===== config.mk =====
export PLATFORM = sky130hd
export DESIGN_NAME = mote_uart_end_flat
export DESIGN_NICKNAME = d
export VERILOG_FILES = /design/src/rtl/uart_link_pkg.sv /design/src/rtl/uart_link_if.sv /design/src/rtl/mote_uart_end.sv /design/src/flat_wrapper.sv
export SDC_FILE = /design/constraint.sdc
export NUM_CORES = 1
export LEC_CHECK = 0
export ABC_CLOCK_PERIOD_IN_PS = 7490
export BUFFER_PORTS_ARGS = -buffer_cell sky130_fd_sc_hd__buf_2
export CAP_MARGIN = 20
export CELL_PAD_IN_SITES_DETAIL_PLACEMENT = 0
export CELL_PAD_IN_SITES_GLOBAL_PLACEMENT = 1
export CORE_ASPECT_RATIO = 0.8
export CORE_UTILIZATION = 51
export DETAILED_ROUTE_END_ITERATION = 7
export GPL_TIMING_DRIVEN = 0
export PLACE_DENSITY = 0.91
export SLEW_MARGIN = 20
export SYNTH_ARGS = -nofsm -noshare
export SYNTH_HDL_FRONTEND = slang
export SYNTH_SLANG_ARGS = --single-unit

===== constraint.sdc =====
create_clock -name clk_sys -period 7.49 [get_ports clk_sys]
set_input_delay 0 -clock clk_sys [delete_from_list [all_inputs] [get_ports clk_sys]]
set_output_delay 0 -clock clk_sys [all_outputs]
set_load 0.01 [all_outputs]

===== src/rtl/uart_link_pkg.sv =====
// Notes on behaviour
// - Host baud within 2%, mote within 1%
// - At 9600 bps both send one stop bit
// - At 115.2 kbps host sends 1.5 stop bits
// - Mote drops request within 10 ms of clear
// - Host grants clear within 500 ms of request
// - After timeout mote retries within 500 ms
// - Mote starts byte within 10 ms of clear
// - Host holds clear one bit after start
// - Host acknowledge pulse lasts at least 500 ns
// - Mote answers each request within 125 ms
// - Host drops clear within 7.1 ms of start
// - Senders wait 20 ms between packets
// - Host sends no repeated leading flag byte
// - Mote requests low until clear or timeout
// - Host acknowledges each byte; mote waits reassertion (the mote skips this wait after a packet's last byte)
// - Packet clear high when unjoined or full
package uart_link_pkg;
	// System clock and line rates
	localparam int CLK_HZ = 125_000_000;
	localparam int CLK_KHZ = CLK_HZ / 1000;
	localparam int BAUD_FAST = 115_200;
	localparam int BAUD_SLOW = 9_600;
	// Truncated divisor, far inside both baud tolerances
	localparam int BIT_CYC_FAST = CLK_HZ / BAUD_FAST;
	localparam int BIT_CYC_SLOW = CLK_HZ / BAUD_SLOW;
	// Stop length in half bits
	localparam int TX_STOP_HALVES_MOTE = 2;
	localparam int TX_STOP_HALVES_FAST = 3;
	localparam int TX_STOP_HALVES_SLOW = 2;
	// Times as specified
	localparam int CTS_TO_RTS_MS = 10;
	localparam int RTS_TIMEOUT_MS = 500;
	localparam int RETRY_TIME_MS = 500;
	localparam int START_DEADLINE_MS = 10;
	localparam int ACK_PULSE_NS = 500;
	localparam int ANSWER_MS = 125;
	localparam int INTERBYTE_US = 7100;
	localparam int PACKET_GAP_MS = 20;
	// Cycle counts: least times round up, longest round down
	localparam int RTS_TIMEOUT_CYC = RTS_TIMEOUT_MS * CLK_KHZ;
	localparam int RETRY_TIME_CYC = RETRY_TIME_MS * CLK_KHZ;
	localparam int START_DEADLINE_CYC = START_DEADLINE_MS * CLK_KHZ;
	localparam int ACK_PULSE_CYC = (ACK_PULSE_NS * (CLK_HZ / 1_000_000) + 999) / 1000;
	localparam int ANSWER_CYC = ANSWER_MS * CLK_KHZ;
	localparam int INTERBYTE_CYC = INTERBYTE_US * (CLK_HZ / 1_000_000);
	localparam int PACKET_GAP_CYC = PACKET_GAP_MS * CLK_KHZ;
	// Frame layout
	localparam int DATA_BITS = 8;
	localparam int STOP_INDEX = DATA_BITS + 1;
	localparam logic [7:0] FLAG_BYTE = 8'h7e;
	// Mote sender states
	typedef enum logic [6:0] {
		MT_IDLE = 7'h01,
		MT_GAP = 7'h02,
		MT_REQ = 7'h04,
		MT_RETRY = 7'h08,
		MT_LOAD = 7'h10,
		MT_SHIFT = 7'h20,
		MT_ACK = 7'h40
	} mote_tx_state_t;
	// Host sender states
	typedef enum logic [2:0] {
		HT_IDLE = 3'h1,
		HT_SHIFT = 3'h2,
		HT_GAP = 3'h4
	} host_tx_state_t;
	// Host clear-to-send states
	typedef enum logic [2:0] {
		HC_OFF = 3'h1,
		HC_ON = 3'h2,
		HC_ACK = 3'h4
	} host_cts_state_t;
endpackage


===== src/rtl/uart_link_if.sv =====
`timescale 1ns/1ps
`default_nettype none
// Five-signal link; all handshake lines active low
interface uart_link_if;
	logic mote_txd;                 // Serial data mote to host
	logic host_txd;                 // Serial data host to mote
	logic mote_request_to_send_n;   // Mote has a packet for the host
	logic host_clear_to_send_n;     // Host ready, pulsed high as byte acknowledge
	logic mote_packet_clear_n;      // Mote can take a network packet
	modport device (
		output mote_txd,
		input host_txd,
		output mote_request_to_send_n,
		input host_clear_to_send_n,
		output mote_packet_clear_n
	);
	modport host (
		input mote_txd,
		output host_txd,
		input mote_request_to_send_n,
		output host_clear_to_send_n,
		input mote_packet_clear_n
	);
endinterface
`default_nettype wire


===== src/rtl/mote_uart_end.sv =====
`timescale 1ns/1ps
`default_nettype none
module mote_uart_end import uart_link_pkg::*; #(
	parameter int BIT_CYC = BIT_CYC_FAST,
	parameter int RTS_WAIT_CYC = RTS_TIMEOUT_CYC,
	parameter int RETRY_CYC = RETRY_TIME_CYC,
	parameter int ANSWER_LIMIT_CYC = ANSWER_CYC,
	parameter int INTERBYTE_LIMIT_CYC = INTERBYTE_CYC,
	parameter int GAP_CYC = PACKET_GAP_CYC
) (
	input wire logic clk_sys,
	input wire logic srst,
	uart_link_if.device link,
	input wire logic [7:0] tx_data,
	input wire logic tx_valid,
	input wire logic tx_last,
	output logic tx_ready,
	output logic [7:0] rx_data,
	output logic rx_valid,
	output logic rx_stop_err,
	input wire logic net_joined,
	input wire logic buf_free,
	output logic answer_late,
	output logic ack_timeout
);
	// Pin synchronisers, first stage read only by the second
	logic cts_meta_reg, cts_sync_reg;
	logic rxd_meta_reg, rxd_sync_reg;
	// Sender state
	mote_tx_state_t tx_state_reg;
	logic [31:0] tx_timer_reg;      // Shared phase timer
	logic [31:0] since_start_reg;   // Time since the current start bit
	logic [8:0] tx_shift_reg;       // Data then stop bit
	logic [3:0] tx_bit_reg;
	logic tx_last_reg;
	logic ack_seen_reg;             // Clear went high after this byte's start bit
	logic txd_reg, rts_n_reg, pclear_n_reg;
	logic tx_ready_reg, ack_timeout_reg;
	// Receiver state
	logic rx_busy_reg;
	logic [31:0] rx_cnt_reg;
	logic [3:0] rx_bit_reg;
	logic [7:0] rx_shift_reg, rx_data_reg;
	logic rx_valid_reg, rx_stop_err_reg;
	// Request watchdog
	logic in_frame_reg, armed_reg, answer_late_reg;
	logic [31:0] answer_cnt_reg;
	logic cts_on;
	logic packet_begin;

	assign cts_on = !cts_sync_reg;
	// A packet starts leaving the idle state
	assign packet_begin = (tx_state_reg == MT_IDLE) && tx_valid;

	always_ff @(posedge clk_sys) begin
		if (srst) begin
			cts_meta_reg <= 1'b1;
			cts_sync_reg <= 1'b1;
			rxd_meta_reg <= 1'b1;
			rxd_sync_reg <= 1'b1;
		end else begin
			cts_meta_reg <= link.host_clear_to_send_n;
			cts_sync_reg <= cts_meta_reg;
			rxd_meta_reg <= link.host_txd;
			rxd_sync_reg <= rxd_meta_reg;
		end
	end

	// packet clear follows join and buffer state
	always_ff @(posedge clk_sys) begin
		if (srst) begin
			pclear_n_reg <= 1'b1;
		end else begin
			pclear_n_reg <= !(net_joined && buf_free);
		end
	end

	// Time since start bit, feeds the acknowledge timeout
	always_ff @(posedge clk_sys) begin
		if (srst || tx_state_reg == MT_LOAD) begin
			since_start_reg <= '0;
		end else if (since_start_reg != 32'hffffffff) begin
			since_start_reg <= since_start_reg + 32'h1;
		end
	end

	// Sender: request, retry, byte shift and acknowledge wait
	always_ff @(posedge clk_sys) begin
		if (srst) begin
			tx_state_reg <= MT_IDLE;
			tx_timer_reg <= '0;
			tx_shift_reg <= '0;
			tx_bit_reg <= '0;
			tx_last_reg <= 1'b0;
			ack_seen_reg <= 1'b0;
			txd_reg <= 1'b1;
			rts_n_reg <= 1'b1;
			tx_ready_reg <= 1'b0;
			ack_timeout_reg <= 1'b0;
		end else begin
			tx_ready_reg <= 1'b0;
			unique case (tx_state_reg)
				MT_IDLE: begin
					// request as soon as a packet waits
					if (tx_valid) begin
						rts_n_reg <= 1'b0;
						tx_timer_reg <= '0;
						ack_timeout_reg <= 1'b0;
						tx_state_reg <= MT_REQ;
					end
				end
				MT_REQ: begin
					if (cts_on) begin
						// request drops the cycle after clear is seen
						rts_n_reg <= 1'b1;
						tx_state_reg <= MT_LOAD;
					end else if (tx_timer_reg == 32'(RTS_WAIT_CYC - 1)) begin
						// host missed its window, back off
						rts_n_reg <= 1'b1;
						tx_timer_reg <= '0;
						tx_state_reg <= MT_RETRY;
					end else begin
						tx_timer_reg <= tx_timer_reg + 32'h1;
					end
				end
				MT_RETRY: begin
					if (tx_timer_reg == 32'(RETRY_CYC - 1)) begin
						rts_n_reg <= 1'b0;
						tx_timer_reg <= '0;
						tx_state_reg <= MT_REQ;
					end else begin
						tx_timer_reg <= tx_timer_reg + 32'h1;
					end
				end
				MT_LOAD: begin
					// start bit goes out at once while clear holds
					if (tx_valid && cts_on) begin
						txd_reg <= 1'b0;
						tx_shift_reg <= {1'b1, tx_data};
						tx_last_reg <= tx_last;
						tx_ready_reg <= 1'b1;
						tx_bit_reg <= '0;
						tx_timer_reg <= '0;
						ack_seen_reg <= 1'b0;
						tx_state_reg <= MT_SHIFT;
					end
				end
				MT_SHIFT: begin
					// clear may drop once the start bit is past
					if (tx_bit_reg != 4'h0 && !cts_on) begin
						ack_seen_reg <= 1'b1;
					end
					if (tx_timer_reg == 32'(BIT_CYC - 1)) begin
						tx_timer_reg <= '0;
						// one full stop bit before moving on
						if (tx_bit_reg == 4'(STOP_INDEX)) begin
							tx_state_reg <= tx_last_reg ? MT_GAP : MT_ACK;
						end else begin
							txd_reg <= tx_shift_reg[0];
							tx_shift_reg <= {1'b1, tx_shift_reg[8:1]};
							tx_bit_reg <= tx_bit_reg + 4'h1;
						end
					end else begin
						tx_timer_reg <= tx_timer_reg + 32'h1;
					end
				end
				MT_ACK: begin
					// wait for negation, then for reassertion
					if (!ack_seen_reg) begin
						if (!cts_on) begin
							ack_seen_reg <= 1'b1;
						end else if (since_start_reg >= 32'(INTERBYTE_LIMIT_CYC)) begin
							// host never acknowledged, give the packet up
							ack_timeout_reg <= 1'b1;
							tx_timer_reg <= '0;
							tx_state_reg <= MT_GAP;
						end
					end else if (cts_on) begin
						tx_state_reg <= MT_LOAD;
					end
				end
				MT_GAP: begin
					if (tx_timer_reg == 32'(GAP_CYC - 1)) begin
						tx_timer_reg <= '0;
						tx_state_reg <= MT_IDLE;
					end else begin
						tx_timer_reg <= tx_timer_reg + 32'h1;
					end
				end
			endcase
		end
	end

	// Receiver; sampling at mid-bit tolerates the host's 2% skew
	always_ff @(posedge clk_sys) begin
		if (srst) begin
			rx_busy_reg <= 1'b0;
			rx_cnt_reg <= '0;
			rx_bit_reg <= '0;
			rx_shift_reg <= '0;
			rx_data_reg <= '0;
			rx_valid_reg <= 1'b0;
			rx_stop_err_reg <= 1'b0;
		end else begin
			rx_valid_reg <= 1'b0;
			if (!rx_busy_reg) begin
				if (!rxd_sync_reg) begin
					rx_busy_reg <= 1'b1;
					rx_cnt_reg <= 32'(BIT_CYC / 2);
					rx_bit_reg <= '0;
				end
			end else if (rx_cnt_reg != 32'h0) begin
				rx_cnt_reg <= rx_cnt_reg - 32'h1;
			end else begin
				rx_cnt_reg <= 32'(BIT_CYC - 1);
				rx_bit_reg <= rx_bit_reg + 4'h1;
				if (rx_bit_reg == 4'h0 && rxd_sync_reg) begin
					// Glitch, not a start bit
					rx_busy_reg <= 1'b0;
				end else if (rx_bit_reg == 4'(STOP_INDEX)) begin
					// one stop bit checked; extra stop time is idle line
					rx_busy_reg <= 1'b0;
					rx_data_reg <= rx_shift_reg;
					rx_valid_reg <= 1'b1;
					rx_stop_err_reg <= !rxd_sync_reg;
				end else if (rx_bit_reg != 4'h0) begin
					rx_shift_reg <= {rxd_sync_reg, rx_shift_reg[7:1]};
				end
			end
		end
	end

	// answer deadline from the closing flag of a request
	always_ff @(posedge clk_sys) begin
		if (srst) begin
			in_frame_reg <= 1'b0;
			armed_reg <= 1'b0;
			answer_cnt_reg <= '0;
			answer_late_reg <= 1'b0;
		end else begin
			if (rx_valid_reg && rx_data_reg == FLAG_BYTE) begin
				in_frame_reg <= !in_frame_reg;
			end
			if (packet_begin) begin
				// Answer under way, deadline met or late flag withdrawn
				armed_reg <= 1'b0;
				answer_late_reg <= 1'b0;
			end else if (rx_valid_reg && rx_data_reg == FLAG_BYTE && in_frame_reg) begin
				armed_reg <= 1'b1;
				answer_cnt_reg <= '0;
			end else if (armed_reg) begin
				if (answer_cnt_reg == 32'(ANSWER_LIMIT_CYC - 1)) begin
					armed_reg <= 1'b0;
					answer_late_reg <= 1'b1;
				end else begin
					answer_cnt_reg <= answer_cnt_reg + 32'h1;
				end
			end
		end
	end

	// Outputs straight from flip-flops
	assign link.mote_txd = txd_reg;
	assign link.mote_request_to_send_n = rts_n_reg;
	assign link.mote_packet_clear_n = pclear_n_reg;
	assign tx_ready = tx_ready_reg;
	assign rx_data = rx_data_reg;
	assign rx_valid = rx_valid_reg;
	assign rx_stop_err = rx_stop_err_reg;
	assign answer_late = answer_late_reg;
	assign ack_timeout = ack_timeout_reg;
endmodule
`default_nettype wire


===== src/flat_wrapper.sv =====
// flat-port wrapper written by rule: the top's interface ports become plain ports
module mote_uart_end_flat import uart_link_pkg::*;
#(
	parameter int BIT_CYC = BIT_CYC_FAST,
	parameter int RTS_WAIT_CYC = RTS_TIMEOUT_CYC,
	parameter int RETRY_CYC = RETRY_TIME_CYC,
	parameter int ANSWER_LIMIT_CYC = ANSWER_CYC,
	parameter int INTERBYTE_LIMIT_CYC = INTERBYTE_CYC,
	parameter int GAP_CYC = PACKET_GAP_CYC
)
  (clk_sys, srst, tx_data, tx_valid, tx_last, tx_ready, rx_data, rx_valid, rx_stop_err, net_joined, buf_free, answer_late, ack_timeout, link_mote_txd, link_host_txd, link_mote_request_to_send_n, link_host_clear_to_send_n, link_mote_packet_clear_n);
  uart_link_if link_i ();
  input wire logic clk_sys;
  input wire logic srst;
  input wire logic [7:0] tx_data;
  input wire logic tx_valid;
  input wire logic tx_last;
  output logic tx_ready;
  output logic [7:0] rx_data;
  output logic rx_valid;
  output logic rx_stop_err;
  input wire logic net_joined;
  input wire logic buf_free;
  output logic answer_late;
  output logic ack_timeout;
  output wire logic [$bits(link_i.mote_txd)-1:0] link_mote_txd;
  input wire logic [$bits(link_i.host_txd)-1:0] link_host_txd;
  output wire logic [$bits(link_i.mote_request_to_send_n)-1:0] link_mote_request_to_send_n;
  input wire logic [$bits(link_i.host_clear_to_send_n)-1:0] link_host_clear_to_send_n;
  output wire logic [$bits(link_i.mote_packet_clear_n)-1:0] link_mote_packet_clear_n;
  assign link_mote_txd = link_i.mote_txd;
  assign link_i.host_txd = link_host_txd;
  assign link_mote_request_to_send_n = link_i.mote_request_to_send_n;
  assign link_i.host_clear_to_send_n = link_host_clear_to_send_n;
  assign link_mote_packet_clear_n = link_i.mote_packet_clear_n;
  mote_uart_end #(.BIT_CYC(BIT_CYC), .RTS_WAIT_CYC(RTS_WAIT_CYC), .RETRY_CYC(RETRY_CYC), .ANSWER_LIMIT_CYC(ANSWER_LIMIT_CYC), .INTERBYTE_LIMIT_CYC(INTERBYTE_LIMIT_CYC), .GAP_CYC(GAP_CYC)) u_core (.clk_sys(clk_sys), .srst(srst), .link(link_i), .tx_data(tx_data), .tx_valid(tx_valid), .tx_last(tx_last), .tx_ready(tx_ready), .rx_data(rx_data), .rx_valid(rx_valid), .rx_stop_err(rx_stop_err), .net_joined(net_joined), .buf_free(buf_free), .answer_late(answer_late), .ack_timeout(ack_timeout));
endmodule

==> flow_metrics.py, run 1 <==
metrics = {
    "run_status": {
        "status": "complete, no violations",
    },
    "clocking": {
        "cts_num_sinks": 185,
        "clock_tree.htree_level_count": 4,
        "clock_latency_ps": 440,
        "tritoncts": "done",
        "max-clock-path-buffers": 2,
        "root_buffer": "clkbuf_16",
        "worst_setup_hold_path_clk_slew_ps": 70,
        "tritoncts.num_buffers": 17,
        "cts.repair.resized": 0,
    },
    "placement": {
        "place.gp.congestion": 0.870,
        "place_hpwl_mm": 16.8,
        "dpl-instance-area_um2": 10100,
        "place.port_buffers": 30,
        "place.detailed.instances": 1437,
    },
    "cells_and_area": {
        "mostFrequentLayoutCells": "dfxtp_1 (185), nor2_1 (128), a21oi_1 (107)",
        "final_nets": 1246,
        "final_cell_count_no_fill": 1481,
        "layout.cells.most_common": "dfxtp_1",
        "area_of_all_placed_cells_without_fillers_um2": 10800,
        "layout_cells_sized_above_1": 0.0920,
        "antenna_cells": 0,
        "areaGrowthSynthToFinish_pct": 12.5,
    },
    "worst_setup_path": {
        "r2r_setup_slack_ps": 4370,
        "path_class": "register to register",
        "crit_fanout": 10,
        "setup.worst_path.end_class": "register",
        "critical_path.slowest_cell": "o41ai_2",
        "crit_path_cell_trace": "clkbuf_1 -> nor4b_1 -> nand4_1 -> o41ai_2 -> o211ai_2 -> o31ai_4 -> buf_2 -> nor2_1",
        "worst_path_largest_cell_delay_ps": 720,
        "critPathTopFamily": "compound AO/OA/AOI/OAI gates",
        "critical_path_required_ps": 7810,
        "timing.critical_path.buf_inv": 2,
        "start_kind": "register",
        "worst_ep_arrival_time_ps": 3440,
    },
    "drt": {
        "detailroute.via_count": 8881,
        "post_drt_via_cell_ratio": 6.00,
        "route.final.wire_length_mm": 24.0,
        "drc": 0,
        "drt_pass1_iterations": 5,
        "ant_nets": 0,
        "post_drt_wl_per_cell_um": 16.2,
        "drtIter0Drc": 701,
    },
    "synthesis": {
        "synthDistinctLibCells": 79,
        "synth-edff-count": 0,
        "syn-cell-area_um2": 9590,
        "syn-instance-count": 1154,
        "ys_dominant_reg_cell": "dfxtp_1",
        "yosysWarningCount": 0,
        "ys_seq_area_frac": 0.386,
        "ys_async_sr_fraction": 0,
        "yosys_register_bits": 185,
        "synthesized_nets": 1183,
        "syn_avg_cell_area_um2": 8.31,
    },
    "global_route": {
        "global_route.usage.met2": 0.377,
        "grt_first_pass_wirelength_mm": 40.8,
        "met3_usage": 0.0539,
        "grt_usage": 0.258,
        "grt_antenna_before_repair": 0,
        "global_route.usage.met1": 0.386,
        "grt_pass1_vias": 8135,
        "grt-busiest-layer": "met1",
        "grt_overflow_total": 0,
        "pin_count_of_the_biggest_net_entering_global_routing": 17,
    },
    "timing": {
        "fin_skew_ps": 11.5,
        "final_period_minus_worst_setup_slack_ps": 3120,
        "min_period_over_period": 0.417,
        "slew_headroom": 0.413,
        "tightest_pin_transition_ps": 878,
        "finalHoldViolCount": 0,
        "setup_tns_ps": 0,
        "maximum_frequency_from_static_timing_analysis_mhz": 320,
        "grt_setup_unrepaired": "false",
        "report.final.slew_viol_count": 0,
        "setup_viol": 0,
    },
    "floorplanning": {
        "chipWidth_um": 155,
        "vertical_extent_of_the_die_um": 125,
        "floorplan.core_area_um2": 18300,
        "floorplan_die_area_um2": 19400,
        "placement_rows": 44,
        "number_of_top_level_pins": 32,
        "floorplan.initialDensity": 0.525,
    },
    "power_and_ir_drop": {
        "pwr_density_nw_per_um2": 215,
        "leakage_uw": 0.00364,
        "largest_vdd_supply_drop_v": 0.000136,
    },
    "min_path": {
        "worstHoldPathType": "input pin to register",
    },
    "run": {
        "drv_cap": 0,
    },
}
==> what timing repair did <==
| action | CTS | global route |
|---|---|---|
| hold endpoints to repair | 13 | 0 |
| endpoints found under the setup margin | 0 | 0 |
| hold buffers | 14 | 0 |
| buffers inserted | 0 | 0 |
==> cell usage after synthesis (9+ instances only) <==
cell / count / area share
nor4_1: 21 / 0.014
o211ai_1: 9 / 0.0070
a311oi_1: 24 / 0.022
nor2_1: 128 / 0.050
nand4_1: 41 / 0.027
o31ai_1: 29 / 0.023
and2_1: 13 / 0.0085
o2111ai_1: 10 / 0.0091
nand2_1: 99 / 0.039
dfxtp_1: 185 / 0.39
a31oi_1: 10 / 0.0065
nand3_1: 47 / 0.025
and3_1: 19 / 0.012
o21ai_0: 33 / 0.017
xor2_1: 17 / 0.016
and4_1: 12 / 0.011
ha_1: 13 / 0.017
clkbuf_1: 42 / 0.016
nor3_1: 29 / 0.015
or4_1: 32 / 0.025
inv_1: 28 / 0.011
or3_1: 35 / 0.023
mux2i_1: 11 / 0.011
xnor2_1: 25 / 0.023
a21oi_1: 107 / 0.056
==> power by group <==
group / leakage (uW) / switching (uW) / internal [uW]
registers: 0.00149 / 23.3 / 1010
clock network: 0.000285 / 396 / 531
logic: 0.00186 / 237 / 120
==> layout make-up <==
cell class,count,area (um2)
fillers,1718,7490
multi-input cells,876,5450
flip-flops and latches,185,3700
clock buffers,19,443
plain buffers,65,329
well taps,253,317
repair buffers,44,290
clock inverters,11,146
inverters,28,105
==> worst register-to-register path, stage by stage, from the launching register on <==
cell and delay [ps]:
dfxtp_1 300, clkbuf_1 200, nor4b_1 400, nand4_1 260
o41ai_2 720, o211ai_2 270, o31ai_4 450, buf_2 330
nor2_1 80
==> through the flow <==
step | hold WS (ps) | util | total power, uW | worst slack, ps
floorplan | 86.2 | - | 1310 | 4940
global placement | 184 | 0.550 | 1400 | 4450
detailed placement | 184 | 0.550 | 1400 | 4430
CTS | 271 | 0.590 | 2320 | 4380
global route | 277 | 0.590 | 2410 | 4070
finish | 277 | 0.590 | 2310 | 4370
==> worst paths after layout <==
| path | from | cells after the start | endpoint |
|---|---|---|---|
| worst max-delay path | u_core.tx_timer_reg[22] | 8 | u_core.tx_timer_reg[20] |
| worst min-delay path | link_host_clear_to_send_n | 3 | u_core.cts_meta_reg |
| worst max register to register | u_core.tx_timer_reg[22] | 8 | u_core.tx_timer_reg[20] |
| worst min register to register | u_core.rxd_meta_reg | 1 | u_core.rxd_sync_reg |
==> logic make-up (layout without fill, tap and decap cells) <==
| group | after synthesis | after routing | synth area share |
|---|---|---|---|
| buffers and inverters | 93 | 167 | 0.0453 |
| adders and majority gates | 13 | 13 | 0.0170 |
| AOI/OAI and AO/OA | 279 | 279 | 0.198 |
| DFF | 185 | 185 | 0.386 |
| and+or+nand+nor | 530 | 530 | 0.303 |
| xor gates and xnor gates | 42 | 42 | 0.0384 |
| muxes | 12 | 12 | 0.0130 |
==> metal layers <==
metal  vias up  wire length [um]  part of all wire
met5         -                 0                 0
li1       4439                 -                 -
met2       211             10200              0.42
met3        33              1190             0.050
met1      4198             12300              0.51
met4         0               291             0.012
No activity file was read; power rests on OpenSTA's default activity.
==> run 2: changes to the inputs <==
--- a/config.mk
+++ b/config.mk
@@ -5,16 +5,16 @@
 export SDC_FILE = /design/constraint.sdc
 export NUM_CORES = 1
 export LEC_CHECK = 0
-export ABC_CLOCK_PERIOD_IN_PS = 7490
+export ABC_CLOCK_PERIOD_IN_PS = 2540
 export BUFFER_PORTS_ARGS = -buffer_cell sky130_fd_sc_hd__buf_2
 export CAP_MARGIN = 20
 export CELL_PAD_IN_SITES_DETAIL_PLACEMENT = 0
 export CELL_PAD_IN_SITES_GLOBAL_PLACEMENT = 1
 export CORE_ASPECT_RATIO = 0.8
-export CORE_UTILIZATION = 51
+export CORE_UTILIZATION = 43
 export DETAILED_ROUTE_END_ITERATION = 7
 export GPL_TIMING_DRIVEN = 0
-export PLACE_DENSITY = 0.91
+export PLACE_DENSITY = 0.82
 export SLEW_MARGIN = 20
 export SYNTH_ARGS = -nofsm -noshare
 export SYNTH_HDL_FRONTEND = slang
==> constraint.sdc (replaced) <==
create_clock -name clk_sys -period 2.54 [get_ports clk_sys]
set_input_delay 0 -clock clk_sys [delete_from_list [all_inputs] [get_ports clk_sys]]
set_output_delay 0 -clock clk_sys [all_outputs]
set_load 0.01 [all_outputs]
==> flow_metrics.py, run 2 (same netlist as run 1, synthesis figures left out) <==
metrics = {
    "run_status": {
        "status": "finished with violations",
        "failing_checks": "negative setup slack",
    },
    "worst_setup_path": {
        "crit_top_cell": "or4_4",
        "worst_ep_arrival_time_ps": 2910,
        "crit_path_cell_trace": "or4_4 -> or4_4 -> o21bai_4 -> o211ai_4 -> o31ai_4 -> buf_6 -> clkbuf_16 -> a21oi_2",
        "instance_count_on_the_critical_path": 8,
        "path_class": "register to register",
        "r2r_setup_slack_ps": -60,
        "start_kind": "register",
        "crit_fanout": 6,
        "worst_path_largest_cell_delay_ps": 550,
        "r2r-start": "u_core.tx_timer_reg[26]",
        "setup.worst_path.end_class": "register",
        "critical_path.slowest_cell": "or4_4",
        "critical_path_required_ps": 2860,
        "worst_r2r_path_depth": 8,
        "critPathTopFamily": "simple AND/OR/NAND/NOR gates",
        "worst_setup_path_startpoint": "u_core.tx_timer_reg[26]",
        "timing.critical_path.buf_inv": 2,
        "destination_of_the_worst_register_to_register_timing_path": "u_core.tx_timer_reg[12]",
        "endpoint": "u_core.tx_timer_reg[12]",
    },
    "timing": {
        "final_period_minus_worst_setup_slack_ps": 2600,
        "fin_skew_ps": 13.2,
        "finalHoldViolCount": 0,
        "slew_headroom": 0.390,
        "tightest_pin_transition_ps": 912,
        "maximum_frequency_from_static_timing_analysis_mhz": 385,
        "setup_viol": 21,
        "hold_slack_ps": 287,
        "report.final.slew_viol_count": 0,
        "min_period_over_period": 1.02,
        "grt_setup_unrepaired": "true",
        "worst_setup_slack_after_layout_ps": -55.9,
    },
    "power_and_ir_drop": {
        "power_frac_clock": 0.398,
        "comb_power_share": 0.191,
        "sequential_cell_fraction_of_total_power": 0.411,
        "swShare": 0.286,
        "largest_vdd_supply_drop_v": 0.000490,
        "internal_cell_power_uw": 5280,
        "pwr_density_nw_per_um2": 618,
        "leakage_uw": 0.00410,
        "switchingPower_uw": 2120,
    },
    "global_route": {
        "global_route.usage.met2": 0.338,
        "pin_count_of_the_biggest_net_entering_global_routing": 17,
        "grt_antenna_before_repair": 0,
        "grt_first_pass_wirelength_mm": 42.4,
        "grt_overflow_total": 0,
        "grt_usage": 0.229,
        "grt-busiest-layer": "met1",
        "grt_pass1_vias": 8270,
        "global_route.usage.met1": 0.339,
        "met3_usage": 0.0403,
    },
    "clocking": {
        "tritoncts": "done",
        "clock_latency_ps": 440,
        "tritoncts.num_buffers": 17,
        "clock_tree.htree_level_count": 4,
        "max-clock-path-buffers": 2,
        "cts_num_sinks": 185,
        "worst_setup_hold_path_clk_slew_ps": 70,
        "root_buffer": "clkbuf_16",
    },
    "run": {
        "drv_cap": 0,
    },
    "drt": {
        "post_drt_via_cell_ratio": 5.81,
        "drc": 0,
        "detailroute.via_count": 9173,
        "post_drt_wl_per_cell_um": 16.7,
        "drt_pass1_iterations": 6,
        "ant_nets": 0,
        "route.final.wire_length_mm": 26.4,
        "drtIter0Drc": 647,
    },
    "cells_and_area": {
        "final_nets": 1295,
        "mostFrequentLayoutCells": "dfxtp_1 (170), nor2_1 (125), nand2_1 (98)",
        "layout.cells.most_common": "dfxtp_1",
        "antenna_cells": 0,
        "areaGrowthSynthToFinish_pct": 24.9,
        "layout_cells_sized_above_1": 0.206,
    },
    "floorplanning": {
        "floorplan.core_area_um2": 21700,
        "chipWidth_um": 169,
        "number_of_top_level_pins": 32,
        "floorplan_die_area_um2": 22900,
        "floorplan.initialDensity": 0.441,
        "vertical_extent_of_the_die_um": 136,
        "placement_rows": 48,
    },
    "placement": {
        "place_hpwl_mm": 17.2,
        "place.port_buffers": 30,
        "detailedPlace.worstSlack_ps": -588,
        "place.gp.congestion": 0.864,
    },
    "min_path": {
        "worstHoldPathType": "input pin to register",
    },
}
==> run 2: cell type report <==
type	instances	area (um2)
well taps	300	375
plain buffers	52	338
clock inverters	12	188
repair buffers	105	802
inverters	28	108
fillers	2031	9770
multi-input cells	877	5960
clock buffers	20	457
flip-flops and latches	185	3750
==> run 2: what timing repair did <==
item                                    4_1_cts  5_1_grt
endpoints found under the setup margin      135      144
gates resized for setup                      62      106
buffers inserted                             32       27
endpoints found under the hold margin        13        0
pin swaps                                    25       42
hold buffers                                 14        0
cloned                                        0        5
==> run 2: worst register-to-register path, stage by stage, from the launching register on <==
cell	delay (ps)
dfxtp_4	360
or4_4	550
or4_4	550
o21bai_4	200
o211ai_4	120
o31ai_4	290
buf_6	200
clkbuf_16	170
a21oi_2	40
==> run 2: per-stage QoR <==
stage / total power [uW] / setup TNS, ps / std cells / utilization / area, um2
5_1_grt: 7680 / -1880 / 1579 / 0.551 / 12000
3_5_place_dp: 4130 / -39550 / 1484 / 0.465 / 10100
3_3_place_gp: 4120 / -37300 / 1484 / 0.465 / 10100
2_1_floorplan: 3870 / 0 / 1154 / - / 9590
4_1_cts: 7240 / 0 / 1556 / 0.522 / 11300
6_report: 7400 / -750 / 1579 / 0.551 / 12000
==> run 2: routing by layer <==
layer	share of wire	vias up	wire length [um]
li1	-	4548	-
met1	0.51	4380	13500
met2	0.43	206	11400
met3	0.041	39	1090
met4	0.015	0	388
met5	0	-	0
==> run 2: worst min path at each step <==
stage,from,endpoint,slack (ps),depth (start not counted)
after floorplan,buf_free,u_core.link.mote_packet_clear_n,90,1
after global placement,link_host_clear_to_send_n,u_core.cts_meta_reg,180,2
after detailed placement,link_host_txd,u_core.rxd_meta_reg,190,2
after CTS,link_host_txd,u_core.rxd_meta_reg,270,3
after global routing,srst,u_core.tx_timer_reg[25],280,3
final,link_host_txd,u_core.rxd_meta_reg,290,3
==> run 2: power by group through the flow <==
stage / registers (uW) / logic [uW] / clock network, uW
2_1_floorplan: 3090 / 780 / 0
3_3_place_gp: 3100 / 1020 / 0
3_5_place_dp: 3100 / 1030 / 0
4_1_cts: 3040 / 1210 / 2990
5_1_grt: 3050 / 1530 / 3090
6_report: 3040 / 1410 / 2940
==> run 3: changes to the inputs <==
--- a/config.mk
+++ b/config.mk
@@ -15,6 +15,7 @@
 export DETAILED_ROUTE_END_ITERATION = 7
 export GPL_TIMING_DRIVEN = 0
 export PLACE_DENSITY = 0.82
+export SKIP_CTS_REPAIR_TIMING = 1
 export SLEW_MARGIN = 20
 export SYNTH_ARGS = -nofsm -noshare
 export SYNTH_HDL_FRONTEND = slang
==> flow_metrics.py, run 3 (same netlist as run 1, synthesis figures left out) <==
metrics = {
    "run_status": {
        "status": "finished with violations",
        "failing_checks": "negative setup slack",
    },
    "cells_and_area": {
        "areaGrowthSynthToFinish_pct": 26.8,
        "final_cell_utilization_of_the_core": 0.559,
        "final_nets": 1301,
        "multi_input_area_um2": 5990,
        "ff_latch_area_um2": 3730,
        "fillers": 2021,
        "final_cell_count_no_fill": 1585,
        "layout_cells_sized_above_1": 0.216,
        "mostFrequentLayoutCells": "dfxtp_1 (172), nor2_1 (124), nand2_1 (96)",
        "layout.cells.most_common": "dfxtp_1",
        "antenna_cells": 0,
    },
    "floorplanning": {
        "placement_rows": 48,
        "number_of_top_level_pins": 32,
        "vertical_extent_of_the_die_um": 136,
        "floorplan_die_area_um2": 22900,
        "floorplan.core_area_um2": 21700,
        "floorplan.initialDensity": 0.441,
        "chipWidth_um": 169,
    },
    "global_route": {
        "grt_pass1_vias": 7879,
        "grt_antenna_before_repair": 0,
        "grt_usage": 0.220,
        "pin_count_of_the_biggest_net_entering_global_routing": 17,
        "grt_overflow_total": 0,
        "grt_first_pass_wirelength_mm": 40.8,
    },
    "run": {
        "drv_cap": 0,
    },
    "drt": {
        "post_drt_wl_per_cell_um": 16.8,
        "drtIter0Drc": 713,
        "detailroute.via_count": 9247,
        "route.final.wire_length_mm": 26.7,
        "ant_nets": 0,
        "drt_pass1_iterations": 5,
        "post_drt_via_cell_ratio": 5.83,
        "drc": 0,
    },
    "worst_setup_path": {
        "r2r-start": "u_core.tx_state_reg[2]",
        "setup.worst_path.end_class": "register",
        "r2r_setup_slack_ps": -90,
        "start_kind": "register",
        "destination_of_the_worst_register_to_register_timing_path": "u_core.tx_timer_reg[26]",
        "crit_fanout": 10,
        "worst_ep_arrival_time_ps": 2990,
        "path_class": "register to register",
        "critical_path_required_ps": 2900,
        "worst_r2r_path_depth": 10,
    },
    "timing": {
        "maximum_frequency_from_static_timing_analysis_mhz": 381,
        "finalHoldViolCount": 0,
        "final_period_minus_worst_setup_slack_ps": 2630,
        "setup_viol": 30,
        "min_period_over_period": 1.03,
        "worst_setup_slack_after_layout_ps": -85.1,
        "grt_setup_unrepaired": "true",
        "setup_tns_ps": -1230,
        "report.final.slew_viol_count": 0,
        "fin_skew_ps": 14.9,
        "hold_slack_ps": 271,
        "slew_headroom": 0.509,
        "tightest_pin_transition_ps": 737,
    },
    "clocking": {
        "root_buffer": "clkbuf_16",
        "clock_latency_ps": 440,
        "cts_num_sinks": 185,
        "tritoncts": "done",
        "tritoncts.num_buffers": 17,
        "max-clock-path-buffers": 2,
        "clock_tree.htree_level_count": 4,
        "worst_setup_hold_path_clk_slew_ps": 80,
    },
    "placement": {
        "place_hpwl_mm": 17.2,
        "place.gp.congestion": 0.864,
        "place.port_buffers": 30,
        "place.detailed.instances": 1484,
    },
    "min_path": {
        "hold_path_end": "u_core.tx_timer_reg[25]",
        "hp-start": "srst",
        "worstHoldPathType": "input pin to register",
        "min_delay_path_depth": 3,
    },
    "power_and_ir_drop": {
        "leakage_uw": 0.00416,
        "pwr_density_nw_per_um2": 616,
        "largest_vdd_supply_drop_v": 0.000492,
    },
}
run 3: layout make-up:
type	count	area share
inverters	28	0.00865
repair buffers	107	0.0753
well taps	300	0.0309
multi-input cells	876	0.493
plain buffers	57	0.0326
clock inverters	12	0.0154
flip-flops and latches	185	0.307
clock buffers	20	0.0376
run 3: metal layers:
metal  track usage  up-vias  part of all wire
met5             0        -                 0
met1         0.333     4441              0.50
met2         0.319      225              0.44
li1              -     4548                 -
met3        0.0412       33             0.049
met4        0.0444        0             0.010
run 3: worst max path at each step:
stage	from	end	slack (ps)	cells past startpoint
4_1_cts	u_core.answer_cnt_reg[0]	u_core.answer_cnt_reg[31]	-590	9
3_3_place_gp	u_core.answer_cnt_reg[0]	u_core.answer_cnt_reg[31]	-540	9
6_report	u_core.tx_state_reg[2]	u_core.tx_timer_reg[26]	-90	10
3_5_place_dp	u_core.answer_cnt_reg[0]	u_core.answer_cnt_reg[31]	-590	9
5_1_grt	u_core.tx_state_reg[3]	u_core.tx_timer_reg[30]	-120	9
2_1_floorplan	u_core.tx_state_reg[2]	u_core.tx_timer_reg[27]	2	8
run 3: worst max-delay path, stage by stage (launching register included):
cell and delay, ps:
dfxtp_2 320, buf_6 120, or4_4 510, or4b_4 630
o22a_4 250, nand2_8 100, buf_6 110, o31ai_4 90
buf_4 180, buf_6 140, a21oi_1 110
run 3: through the flow:
step	instance area [um2]	setup WS, ps	total power [uW]
after floorplan	9590	2.16	3870
after global placement	10100	-543	4120
after detailed placement	10100	-588	4130
after CTS	10800	-592	7060
after global routing	12200	-123	7760
final	12200	-85.1	7490
run 3: power breakdown:
| group | switching [uW] | internal, uW |
|---|---|---|
| clock | 1220 | 1720 |
| combinational | 854 | 638 |
| sequential | 83.8 | 2970 |
